## src/verilog/urr_pkg.sv

```systemverilog
// Package of constants for the asynchronous receive recovery block
// Function
// - Sample 16 per bit, 8 double speed
// - Idle falling edge starts detection, sample one
// - Start check samples 8-10 or 4-6
// - Two high check samples reject start
// - Valid start realigns bit timing each frame
// - Per-bit state count 16 or 8
// - Bits decided by three-sample majority vote
// - Recover through first stop, ignore others
// - Stop bit zero sets framing error
// - Next start detectable after last stop check sample
// - Data plus parity five to ten bits
// - Framing error stored with its frame
// - Parity check only when enabled, type selectable
// - Receiver disable aborts frame, flushes data
package urr_pkg;
  // ----------------------------------------------------------------
  // Timing and frame constants
  // ----------------------------------------------------------------
  localparam int unsigned CLK_HZ        = 200_000_000;
  localparam int          DIV_W         = 12;
  localparam logic [4:0]  SPB_NORMAL    = 5'h10;
  localparam logic [4:0]  SPB_DOUBLE    = 5'h08;
  localparam logic [4:0]  VOTE_FIRST_N  = 5'h08;
  localparam logic [4:0]  VOTE_FIRST_D  = 5'h04;
  localparam logic [3:0]  BITS_MIN      = 4'h5;
  localparam logic [3:0]  BITS_MAX      = 4'ha;
  localparam int          BITS_W        = 10;
  // ----------------------------------------------------------------
  // Status and mask layout
  // ----------------------------------------------------------------
  localparam int          ST_DONE       = 0;
  localparam int          ST_FERR       = 1;
  localparam int          ST_PERR       = 2;
  localparam int          ST_NOISE      = 3;
  localparam logic [3:0]  ST_RESET      = 4'h0;
  localparam logic [3:0]  MASK_RESET    = 4'h0;
  localparam logic [3:0]  CFG_BITS_RST  = 4'h8;
  // ----------------------------------------------------------------
  // Register offsets
  // ----------------------------------------------------------------
  localparam logic [3:0]  A_CTRL        = 4'h0;
  localparam logic [3:0]  A_DIV         = 4'h4;
  localparam logic [3:0]  A_DATA        = 4'h8;
  localparam logic [3:0]  A_STAT        = 4'hc;
  localparam logic [3:0]  A_MASK        = 4'h2;
  // Control field positions
  localparam int          C_EN          = 0;
  localparam int          C_DBL         = 1;
  localparam int          C_PEN         = 2;
  localparam int          C_PODD        = 3;
  localparam int          C_BITS_LO     = 4;
  typedef enum logic [1:0] {URR_IDLE, URR_START, URR_DATA, URR_STOP} urr_state_t;
endpackage

```

## src/verilog/urr_tick.sv

```systemverilog
// Sample tick divider for the receive recovery block
`timescale 1ns/10ps
`default_nettype none
module urr_tick (
  input  wire logic                     i_clk_sys,
  input  wire logic                     i_rst,
  input  wire logic                     i_en,
  input  wire logic [urr_pkg::DIV_W-1:0] i_div,
  output logic                          o_tick
);
  logic [urr_pkg::DIV_W-1:0] cnt_r;
  wire                       wrap = (cnt_r == '0);
  // Divisor n gives a tick every n+1 clocks
  always_ff @(posedge i_clk_sys or posedge i_rst)
    if (i_rst)
      cnt_r <= '0;
    else if (!i_en || wrap)
      cnt_r <= i_div;
    else
      cnt_r <= cnt_r - 1'b1;
  assign o_tick = i_en && wrap;
endmodule // urr_tick
`default_nettype wire

```

## src/verilog/urr_rx.sv

```systemverilog
// Asynchronous receive recovery: start detect, majority vote, framing
//
// Added by the designer: the address-and-strobe port and the placing of the registers.
`timescale 1ns/10ps
`default_nettype none
module urr_rx (
  input  wire logic        i_clk_sys,
  input  wire logic        i_rst,
  input  wire logic        i_rxd,
  input  wire logic [3:0]  i_addr,
  input  wire logic [31:0] i_wdata,
  input  wire logic        i_wr,
  input  wire logic        i_rd,
  output logic [31:0]      o_rdata,
  output logic             o_irq
);
  // ----------------------------------------------------------------
  // Registers
  // ----------------------------------------------------------------
  logic [7:0]                ctrl_r;
  logic [urr_pkg::DIV_W-1:0] div_r;
  logic [3:0]                stat_r;
  logic [3:0]                mask_r;
  logic [11:0]               hold_r;   // data, framing, parity err
  logic                      hold_v_r;
  logic [31:0]               rdata_r;
  wire en         = ctrl_r[urr_pkg::C_EN];
  wire dbl        = ctrl_r[urr_pkg::C_DBL];       // double_speed_select
  wire pen        = ctrl_r[urr_pkg::C_PEN];       // parity_enable_setting
  wire podd       = ctrl_r[urr_pkg::C_PODD];      // parity_type_setting
  wire [3:0] bits_raw = ctrl_r[7:4];
  wire [3:0] nbits = (bits_raw < urr_pkg::BITS_MIN) ? urr_pkg::BITS_MIN :
                     (bits_raw > urr_pkg::BITS_MAX) ? urr_pkg::BITS_MAX : bits_raw;
  // ----------------------------------------------------------------
  // Line synchroniser and tick
  // ----------------------------------------------------------------
  logic sync1_r, sync2_r, prev_r;
  always_ff @(posedge i_clk_sys or posedge i_rst)
    if (i_rst)
    begin
      sync1_r <= 1'b1;
      sync2_r <= 1'b1;
    end
    else
    begin
      sync1_r <= i_rxd;
      sync2_r <= sync1_r;
    end
  logic tick;
  urr_tick u_tick (
    .i_clk_sys (i_clk_sys),
    .i_rst     (i_rst),
    .i_en      (en),
    .i_div     (div_r),
    .o_tick    (tick)
  );
  // ----------------------------------------------------------------
  // Recovery state machine
  // ----------------------------------------------------------------
  urr_pkg::urr_state_t st_r;
  logic [4:0]  smp_r;      // sample number equal to state
  logic [3:0]  bit_r;
  logic [2:0]  vote_r;
  logic [9:0]  shf_r;
  wire [4:0] spb   = dbl ? urr_pkg::SPB_DOUBLE : urr_pkg::SPB_NORMAL;
  wire [4:0] vfst  = dbl ? urr_pkg::VOTE_FIRST_D : urr_pkg::VOTE_FIRST_N;
  wire [4:0] vlast = vfst + 5'h2;
  wire in_vote     = (smp_r >= vfst) && (smp_r <= vlast);
  wire [2:0] vnext = in_vote ? {vote_r[1:0], sync2_r} : vote_r;
  function automatic logic maj(input logic [2:0] v);
    maj = (v[0] & v[1]) | (v[0] & v[2]) | (v[1] & v[2]);
  endfunction
  wire vbit      = maj(vnext);
  wire last_vote = tick && (smp_r == vlast);
  wire fall      = tick && prev_r && !sync2_r;
  // Short frames sit at the top of the shifter, so align first
  wire [9:0] dshift = shf_r >> (5'd10 - {1'b0, nbits});
  // Parity over data only; parity bit is top received bit
  wire [9:0] dmask = (10'h3ff >> (5'd10 - {1'b0, nbits})) >> pen;
  wire par_calc    = ^(dshift & dmask);
  wire par_bit     = dshift[nbits - 4'h1];
  wire perr        = pen && ((par_calc ^ par_bit) != podd);
  wire frame_done  = (st_r == urr_pkg::URR_STOP) && last_vote;
  wire start_rej   = (st_r == urr_pkg::URR_START) && last_vote && vbit;
  always_ff @(posedge i_clk_sys or posedge i_rst)
    if (i_rst)
    begin
      st_r   <= urr_pkg::URR_IDLE;
      smp_r  <= '0;
      bit_r  <= '0;
      vote_r <= '0;
      shf_r  <= '0;
      prev_r <= 1'b1;
    end
    else if (!en)
    begin
      st_r   <= urr_pkg::URR_IDLE;
      smp_r  <= '0;
      prev_r <= 1'b1;
    end
    else if (tick)
    begin
      prev_r <= sync2_r;
      vote_r <= vnext;
      case (st_r)
        urr_pkg::URR_IDLE:
          if (fall)
          begin
            st_r  <= urr_pkg::URR_START;
            smp_r <= 5'h2;
          end
        urr_pkg::URR_START:
          if (last_vote)
          begin
            if (vbit)
            begin
              st_r  <= urr_pkg::URR_IDLE;
              smp_r <= '0;
            end
            else
            begin
              st_r  <= urr_pkg::URR_DATA;
              // Tail of the start bit wraps this to zero
              bit_r <= '1;
              smp_r <= smp_r + 5'h1;
            end
          end
          else
            smp_r <= smp_r + 5'h1;
        urr_pkg::URR_DATA:
        begin
          if (last_vote)
            shf_r <= {vbit, shf_r[9:1]};
          if (smp_r == spb)
          begin
            smp_r <= 5'h1;
            if (bit_r == nbits - 4'h1)
              st_r <= urr_pkg::URR_STOP;
            else
              bit_r <= bit_r + 4'h1;
          end
          else
            smp_r <= smp_r + 5'h1;
        end
        urr_pkg::URR_STOP:
          if (last_vote)
          begin
            st_r  <= urr_pkg::URR_IDLE;
            smp_r <= '0;
          end
          else
            smp_r <= smp_r + 5'h1;
        default:
          st_r <= urr_pkg::URR_IDLE;
      endcase
    end
  // ----------------------------------------------------------------
  // Register port, holding word and status
  // ----------------------------------------------------------------
  wire rd_stat = i_rd && (i_addr == urr_pkg::A_STAT);
  wire rd_data = i_rd && (i_addr == urr_pkg::A_DATA);
  wire [3:0] ev = {start_rej, frame_done && perr, frame_done && !vbit, frame_done};
  logic [31:0] rsel;
  always_comb
  begin
    if (i_addr == urr_pkg::A_CTRL)
      rsel = {24'h0, ctrl_r};
    else if (i_addr == urr_pkg::A_DIV)
      rsel = {20'h0, div_r};
    else if (i_addr == urr_pkg::A_DATA)
      rsel = {19'h0, hold_v_r, hold_r};
    else if (i_addr == urr_pkg::A_STAT)
      rsel = {28'h0, stat_r};
    else if (i_addr == urr_pkg::A_MASK)
      rsel = {28'h0, mask_r};
    else
      rsel = 32'h0;
  end
  always_ff @(posedge i_clk_sys or posedge i_rst)
    if (i_rst)
    begin
      ctrl_r   <= {urr_pkg::CFG_BITS_RST, 4'h0};
      div_r    <= '0;
      mask_r   <= urr_pkg::MASK_RESET;
      stat_r   <= urr_pkg::ST_RESET;
      hold_r   <= '0;
      hold_v_r <= 1'b0;
      rdata_r  <= '0;
    end
    else
    begin
      rdata_r <= i_rd ? rsel : 32'h0;
      if (i_wr && i_addr == urr_pkg::A_CTRL)
        ctrl_r <= i_wdata[7:0];
      if (i_wr && i_addr == urr_pkg::A_DIV)
        div_r <= i_wdata[urr_pkg::DIV_W-1:0];
      if (i_wr && i_addr == urr_pkg::A_MASK)
        mask_r <= i_wdata[3:0];
      // Event set wins over read clear
      stat_r <= (rd_stat ? 4'h0 : stat_r) | ev;
      if (!en)
      begin
        hold_r   <= '0;
        hold_v_r <= 1'b0;
      end
      else if (frame_done)
      begin
        hold_r   <= {perr, !vbit, dshift};
        hold_v_r <= 1'b1;
      end
      else if (rd_data)
        hold_v_r <= 1'b0;
    end
  assign o_rdata = rdata_r;
  assign o_irq   = |(stat_r & mask_r);
endmodule // urr_rx
`default_nettype wire

```

## config.mk

```make
export PLATFORM = sky130hd
export DESIGN_NAME = urr_rx
export DESIGN_NICKNAME = d
export VERILOG_FILES = /design/src/verilog/urr_pkg.sv /design/src/verilog/urr_tick.sv /design/src/verilog/urr_rx.sv
export SDC_FILE = /design/constraint.sdc
export NUM_CORES = 1
export LEC_CHECK = 0
export ABC_AREA = 0
export BUFFER_PORTS_ARGS = -buffer_cell sky130_fd_sc_hd__buf_2
export CAP_MARGIN = 5
export CORE_MARGIN = 1
export CORE_UTILIZATION = 65
export CTS_BUF_LIST = sky130_fd_sc_hd__clkbuf_8
export DETAILED_ROUTE_END_ITERATION = 7
export PLACE_DENSITY = 0.86
export SLEW_MARGIN = 20
export SYNTH_ARGS = -nofsm -noshare
export SYNTH_HDL_FRONTEND = slang
export SYNTH_SLANG_ARGS = --single-unit
```

## constraint.sdc

```tcl
create_clock -name i_clk_sys -period 6.1 [get_ports i_clk_sys]
set_input_delay 0.61 -clock i_clk_sys [delete_from_list [all_inputs] [get_ports i_clk_sys]]
set_output_delay 0.61 -clock i_clk_sys [all_outputs]
set_load 0.005 [all_outputs]
```

Word level (Yosys, flattened, before mapping)
Cells that the tools add are included.
Widths: inputs -> output; s select.
{"block": "word_totals", "elab_cells": 137, "romBits": 0, "latch_bits": 0, "input_bits": 41, "ff_bits": 112, "mem_count": 0, "out_inout_bits": 33, "ramBits": 0}
{"block": "classes", "order_cmp": 5, "n_div": 0, "n_reduce_logical": 31, "eq_ne": 23, "n_mul": 0, "bitwise": 9, "muxes": 44, "addsub": 6, "n_shift": 3}
{"op": "$mux 4", "n": 10}
{"op": "$mux 5", "n": 8}
{"op": "$mux 13", "n": 3}
{"op": "$mux 12", "n": 3}
{"op": "$mux 32", "n": 1}
{"op": "$pmux 5 s4", "n": 1}
{"op": "$logic_and 1x1->1", "n": 16}
{"op": "$mux 2", "n": 8}
{"op": "$ne 3x3->1 const B", "n": 5}
{"op": "$logic_not 12->1", "n": 1}
{"op": "$sub 12x1->12 const B", "n": 1}
{"op": "$and 10x10->10", "n": 1}
{"op": "$eq 5x5->1", "n": 2}
{"op": "$reduce_xor 10->1", "n": 1}
{"op": "$shr 10x1->10", "n": 1}
{"op": "$shr 10x5->10", "n": 1}
{"op": "$shr 10x5->10 const A", "n": 1}
{"op": "$eq 4x4->1 const B", "n": 2}
{"op": "$ne 2x2->1 const B", "n": 4}
{"op": "$pmux 2 s4", "n": 1}
{"op": "$pmux 4 s2", "n": 1}
{"op": "$reduce_and 7->1", "n": 1}
{"op": "$mux 1", "n": 6}
{"op": "$reduce_and 6->1", "n": 1}
{"op": "other kinds (33)", "n": 41}

Depth between registers and ports, before layout
{"block": "depth", "word_depth": 13, "ltp_mapped": 16, "depth_no_buf": 14}

Hierarchy
Synthesis repeated with hierarchy kept, for this count alone.
{"block": "unflattened", "cells_unflattened": 530, "area_unflattened_um2": 5418.9}
{"module": "urr_rx", "cells_each": 455, "instances": 1, "area_each_um2": 4705.8, "seq_area_each_um2": 2031.9}
{"module": "urr_tick", "cells_each": 75, "instances": 1, "area_each_um2": 713.2, "seq_area_each_um2": 300.3}

Worst setup path before layout
OpenSTA, ideal clock, no wires.
{"block": "synth_path", "kind": "register to register", "from": "register ctrl_r[7]", "to": "register hold_r[11]", "setup_ns": 0.065, "path_buffers": 2, "synth_period_minus_slack_ns": 3.836, "t_arrival_ns": 3.771, "stages_incl_launch_ff": 16, "path_slack_ns": 2.264, "required_ns": 6.035, "cell_sequence": "dfstp_2 > a21oi_4 > o21a_4 > buf_2 > ha_1 > clkbuf_1 > or3b_2 > nor2_1 > and4_1 > mux2_2 > a211oi_1 > xnor2_1 > xnor2_1 > or4b_1 > o2111a_1 > nand2_1"}
{"block": "synth_via", "elab_chain_len": 13, "word_cells_on_any_way": 18, "cone_classes": "add/sub: 2; order compare: 2; eq/ne: 1; shift: 3; mux: 6; bitwise: 2; reduce/logical: 2"}
{"element": "start: declaration", "line_no": "urr_rx.sv:20", "rtl": "logic [7:0] ctrl_r;"}
{"element": "start signal: assignment", "line_no": "urr_rx.sv:182", "rtl": "ctrl_r <= {urr_pkg::CFG_BITS_RST, 4'h0};"}
{"element": "start signal: assignment", "line_no": "urr_rx.sv:194", "rtl": "ctrl_r <= i_wdata[7:0];"}
{"element": "$gt 4x4->1", "line_no": "urr_rx.sv:33", "rtl": "(bits_raw > urr_pkg::BITS_MAX) ? urr_pkg::BITS_MAX : bits_raw;"}
{"element": "$mux 4", "line_no": "urr_rx.sv:33"}
{"element": "$mux 4 (*)", "line_no": "urr_rx.sv:32", "rtl": "wire [3:0] nbits = (bits_raw < urr_pkg::BITS_MIN) ? urr_pkg::BITS_MIN :"}
{"element": "parallel branches: the longest is 5 deep, another holds $sub 4x4->5"}
{"element": "$xor 1x1->1 (*)", "line_no": "urr_rx.sv:82", "rtl": "wire perr = pen && ((par_calc ^ par_bit) != podd);"}
{"element": "$ne 1x1->1 (*)", "line_no": "urr_rx.sv:82"}
{"element": "$logic_and 1x1->1 (*)", "line_no": "urr_rx.sv:82"}
{"element": "$mux 12 (*)", "line_no": "urr_rx.sv:206", "rtl": "else if (frame_done)"}
{"element": "$mux 12 (*)", "line_no": "urr_rx.sv:201", "rtl": "if (!en)"}
{"element": "end signal: assignment", "line_no": "urr_rx.sv:208", "rtl": "hold_r <= {perr, !vbit, dshift};"}
{"element": "end: declaration", "line_no": "urr_rx.sv:24", "rtl": "logic [11:0] hold_r;"}
Every way passes the cells marked *. The select of a mux whose other input is x is not followed.
A chain may end at the register's enable or synchronous reset.

Worst setup path in the final report
Ends and elaborated chain as after synthesis.

==> out/results.ini <==
[place]
place_area_um2=5570
io_buffers=34
dpl.hpwl_mm=9.14
place_ws_ns=1.47
gp_congestion=0.939

[timing]
hold_violations=0
worst_slew_pin_slew_ns=0.882
max_slew_margin_pct=41.2
drv_slew=0
rsz0062_at_grt=no
fin_crit_sh_pct=77.8
finalClockSkew_ns=0.0225
whs_ns=0.185
finalSetupTns_ns=0
clock.fmax_mhz=211
setup_ws_ns=1.36
period_minus_slack_ns=4.74
finalSetupViolCount=0

[clock_network]
cts_setup_buffers=0
clock_latency_ns=0.37
cts_inserted_buffers=9
cts-root-buf=clkbuf_8
ctsHtreeMaxLevel=3
cts_sinks=93
post_cts_resized=0
cts_tree=built
clk_pin_slew_ns=0.10
hold_buffers=0
cts_buffer_depth=2

[detailed_routing]
routedWlPerCell_um=17.9
dr_total_vias=4362
firstDrtPassIters=5
viasPerCell=6.28
drt-total-wl_mm=12.4
drt_iter0_drc=321
post-route-drc-count=0
antenna_left=0

[worst_setup_path]
crit_required_ns=6.41
max_stage_delay_ns=0.87
crit_top_cell=xnor2_1
start_kind=flip-flop
critPathMaxFanout=26
cp_slowest_cell=ha_1
crit_end=hold_r[11]$_DFFE_PP0P_
reg2reg_to=hold_r[11]$_DFFE_PP0P_
crit_arrival_ns=5.05
critPathTopFamily=simple AND/OR/NAND/NOR gates
setup.worst_path.class=reg2reg
r2r-start=ctrl_r[7]$_DFFE_PP1P_
worst-path-buf-inv=0
rrSetupSlack_ns=1.36
crit_chain=o21ai_2 > o21a_4 > ha_1 > or3b_2 > nor2_1 > and4_1 > mux2_2 > a211oi_1 > xnor2_1 > xnor2_1 > or4b_1 > o2111a_1 > nand2_1
crit_cells=13
startpoint=ctrl_r[7]$_DFFE_PP1P_
endpoint_kind=flip-flop
reg2regPathDepth=13

[pwr]
power_frac_clock_pct=22.7
p_leak_nw=2.61
seqPwrFrac_pct=41.9
combinationalPowerShare_pct=35.4
p_sw_share_pct=39.1
ir_worst_vdd_mv=0.159
power.internal_w=0.00119
p_per_area_nw_per_um2=337
p_sw_w=0.000762

[status]
outcome=completed

[synth]
yosysTopAreaCellShare_pct=40.8
synth-main-ff-cell=dfrtp_1
synth-async-reset-ratio_pct=100
avgSynthCellArea_um2=9.63
synth_seq_area_share_pct=42.8
synth_edf_count=0
synth_most_common_cell=dfrtp_1
netlist_area_um2=5450
synth_common_cells=dfrtp_1 (89), nand2_1 (63), nor2_1 (47), o21ai_0 (39), mux2_2 (37)
ys_ff_latch=93
synthCells=566
synth_cell_type_count=64
synth_warnings=0
synth.largest_area_cell=dfrtp_1
yosys-top-cells-area=dfrtp_1 (41%), mux2_2 (7.6%), nand2_1 (4.3%), o21ai_0 (3.6%), nor2_1 (3.2%)

[global_route]
grt_usage_pct=30.6
grt_pass1_wl_mm=20.7
antenna_found_initial=0
grt_pass1_vias=4230
grt_max_degree=73
grt_remaining_overflow=0

[floorplan]
dieArea_um2=8760
ioPinCount=74
core_um2=8180
core.rowCount=33
start_util_pct=66.7
die_w_um=93.6
die_y_um=93.6

[layout]
syn_to_final_growth_pct=6.17
n_antenna_cell=0
multiInputGateArea_um2=2840
fillCellCount=623
drive_above_1_share_pct=19.0
nets=638
post-route-util_pct=70.8
fin_area_um2=5790
regArea_um2=2330

[run]
max_cap_violations=0

[hold_path]
min_path_type=in2async

==> layout by cell type, fill, tap and decap left out, types with 14 or more instances in the layout <==
| cell | n |
|---|---|
| dfrtp_1 | 89 |
| nand2_1 | 63 |
| nor2_1 | 47 |
| o21ai_0 | 39 |
| mux2_2 | 37 |
| buf_2 | 34 |
| nand3_1 | 25 |
| conb_1 | 19 |
| inv_1 | 18 |
| a21oi_1 | 17 |
| mux2i_1 | 14 |
==> how the worst min path moves through the flow <==
stage,endpoint,slack [ns],startpoint,cells past startpoint
after detailed placement,sync2_r$_DFF_PP1_,0.35,sync1_r$_DFF_PP1_,0
final,smp_r[2]$_DFFE_PP0P_,0.18,i_rst,2
after floorplan,sync2_r$_DFF_PP1_,0.35,sync1_r$_DFF_PP1_,0
after CTS,smp_r[2]$_DFFE_PP0P_,0.19,i_rst,2
after global placement,sync2_r$_DFF_PP1_,0.35,sync1_r$_DFF_PP1_,0
after global routing,smp_r[3]$_DFFE_PP0P_,0.21,i_rst,2
==> sequential cells by signal, summed over array words and instances (netlist names) <==
name / count
o_rdata: 13
div_r: 12
hold_r: 12
u_tick.cnt_r: 12
shf_r: 10
ctrl_r: 8
smp_r: 5
bit_r: 4
mask_r: 4
stat_r: 4
vote_r: 3
st_r: 2
hold_v_r: 1
prev_r: 1
sync1_r: 1
sync2_r: 1
==> power by group through the flow <==
stage	Combinational, W	Sequential [W]	Clock [W]
global route	0.000761	0.000828	0.000477
detailed placement	0.000676	0.000824	0
CTS	0.000681	0.000813	0.000446
finish	0.000691	0.000817	0.000444
global placement	0.000656	0.000816	0
floorplan	0.000592	0.000767	0
==> worst reg2reg max path: stages, from the launching register on <==
cell and delay, ns:
dfstp_2 0.82, o21ai_2 0.17, o21a_4 0.21, ha_1 0.87, or3b_2 0.56, nor2_1 0.10, and4_1 0.24, mux2_2 0.34
a211oi_1 0.27, xnor2_1 0.23, xnor2_1 0.12, or4b_1 0.53, o2111a_1 0.16, nand2_1 0.07
==> metal layers <==
metal  wire (µm)  global-route usage [%]  vias up  part of all wire (%)
met2        5930                    51.0      190                    48
met5           0                       0        -                     0
met4         235                    8.46        0                   1.9
li1            -                       -     2010                     -
met3         785                    4.31       28                   6.3
met1        5480                    42.0     2134                    44
==> stage by stage <==
| stage | std cells | power [W] |
|---|---|---|
| CTS | 695 | 0.00194 |
| finish | 695 | 0.00195 |
| global route | 695 | 0.00207 |
| floorplan | 584 | 0.00136 |
| global placement | 679 | 0.00147 |
| detailed placement | 679 | 0.00150 |
==> cells by family (layout without fill, tap and decap cells) <==
kind of cell / count (synthesis) / count (layout) / synth area share [%]
fa+ha+maj: 13 / 13 / 2.94
simple gates: 189 / 189 / 16.2
buf+inv: 67 / 73 / 6.38
flops: 93 / 93 / 42.8
other cells: 1 / 19 / 0.0688
xor+xnor: 24 / 24 / 3.99
mux: 57 / 57 / 12.7
compound gates: 122 / 122 / 14.9
==> final cells by class <==
class	instances	area share (%)
flip-flops and latches	93	40.3
repair buffers	37	3.33
inverters	20	1.32
well taps	105	2.27
clock buffers	9	2.14
clock inverters	7	1.60
multi-input cells	424	49.1
No activity file was read; power rests on OpenSTA's default activity.
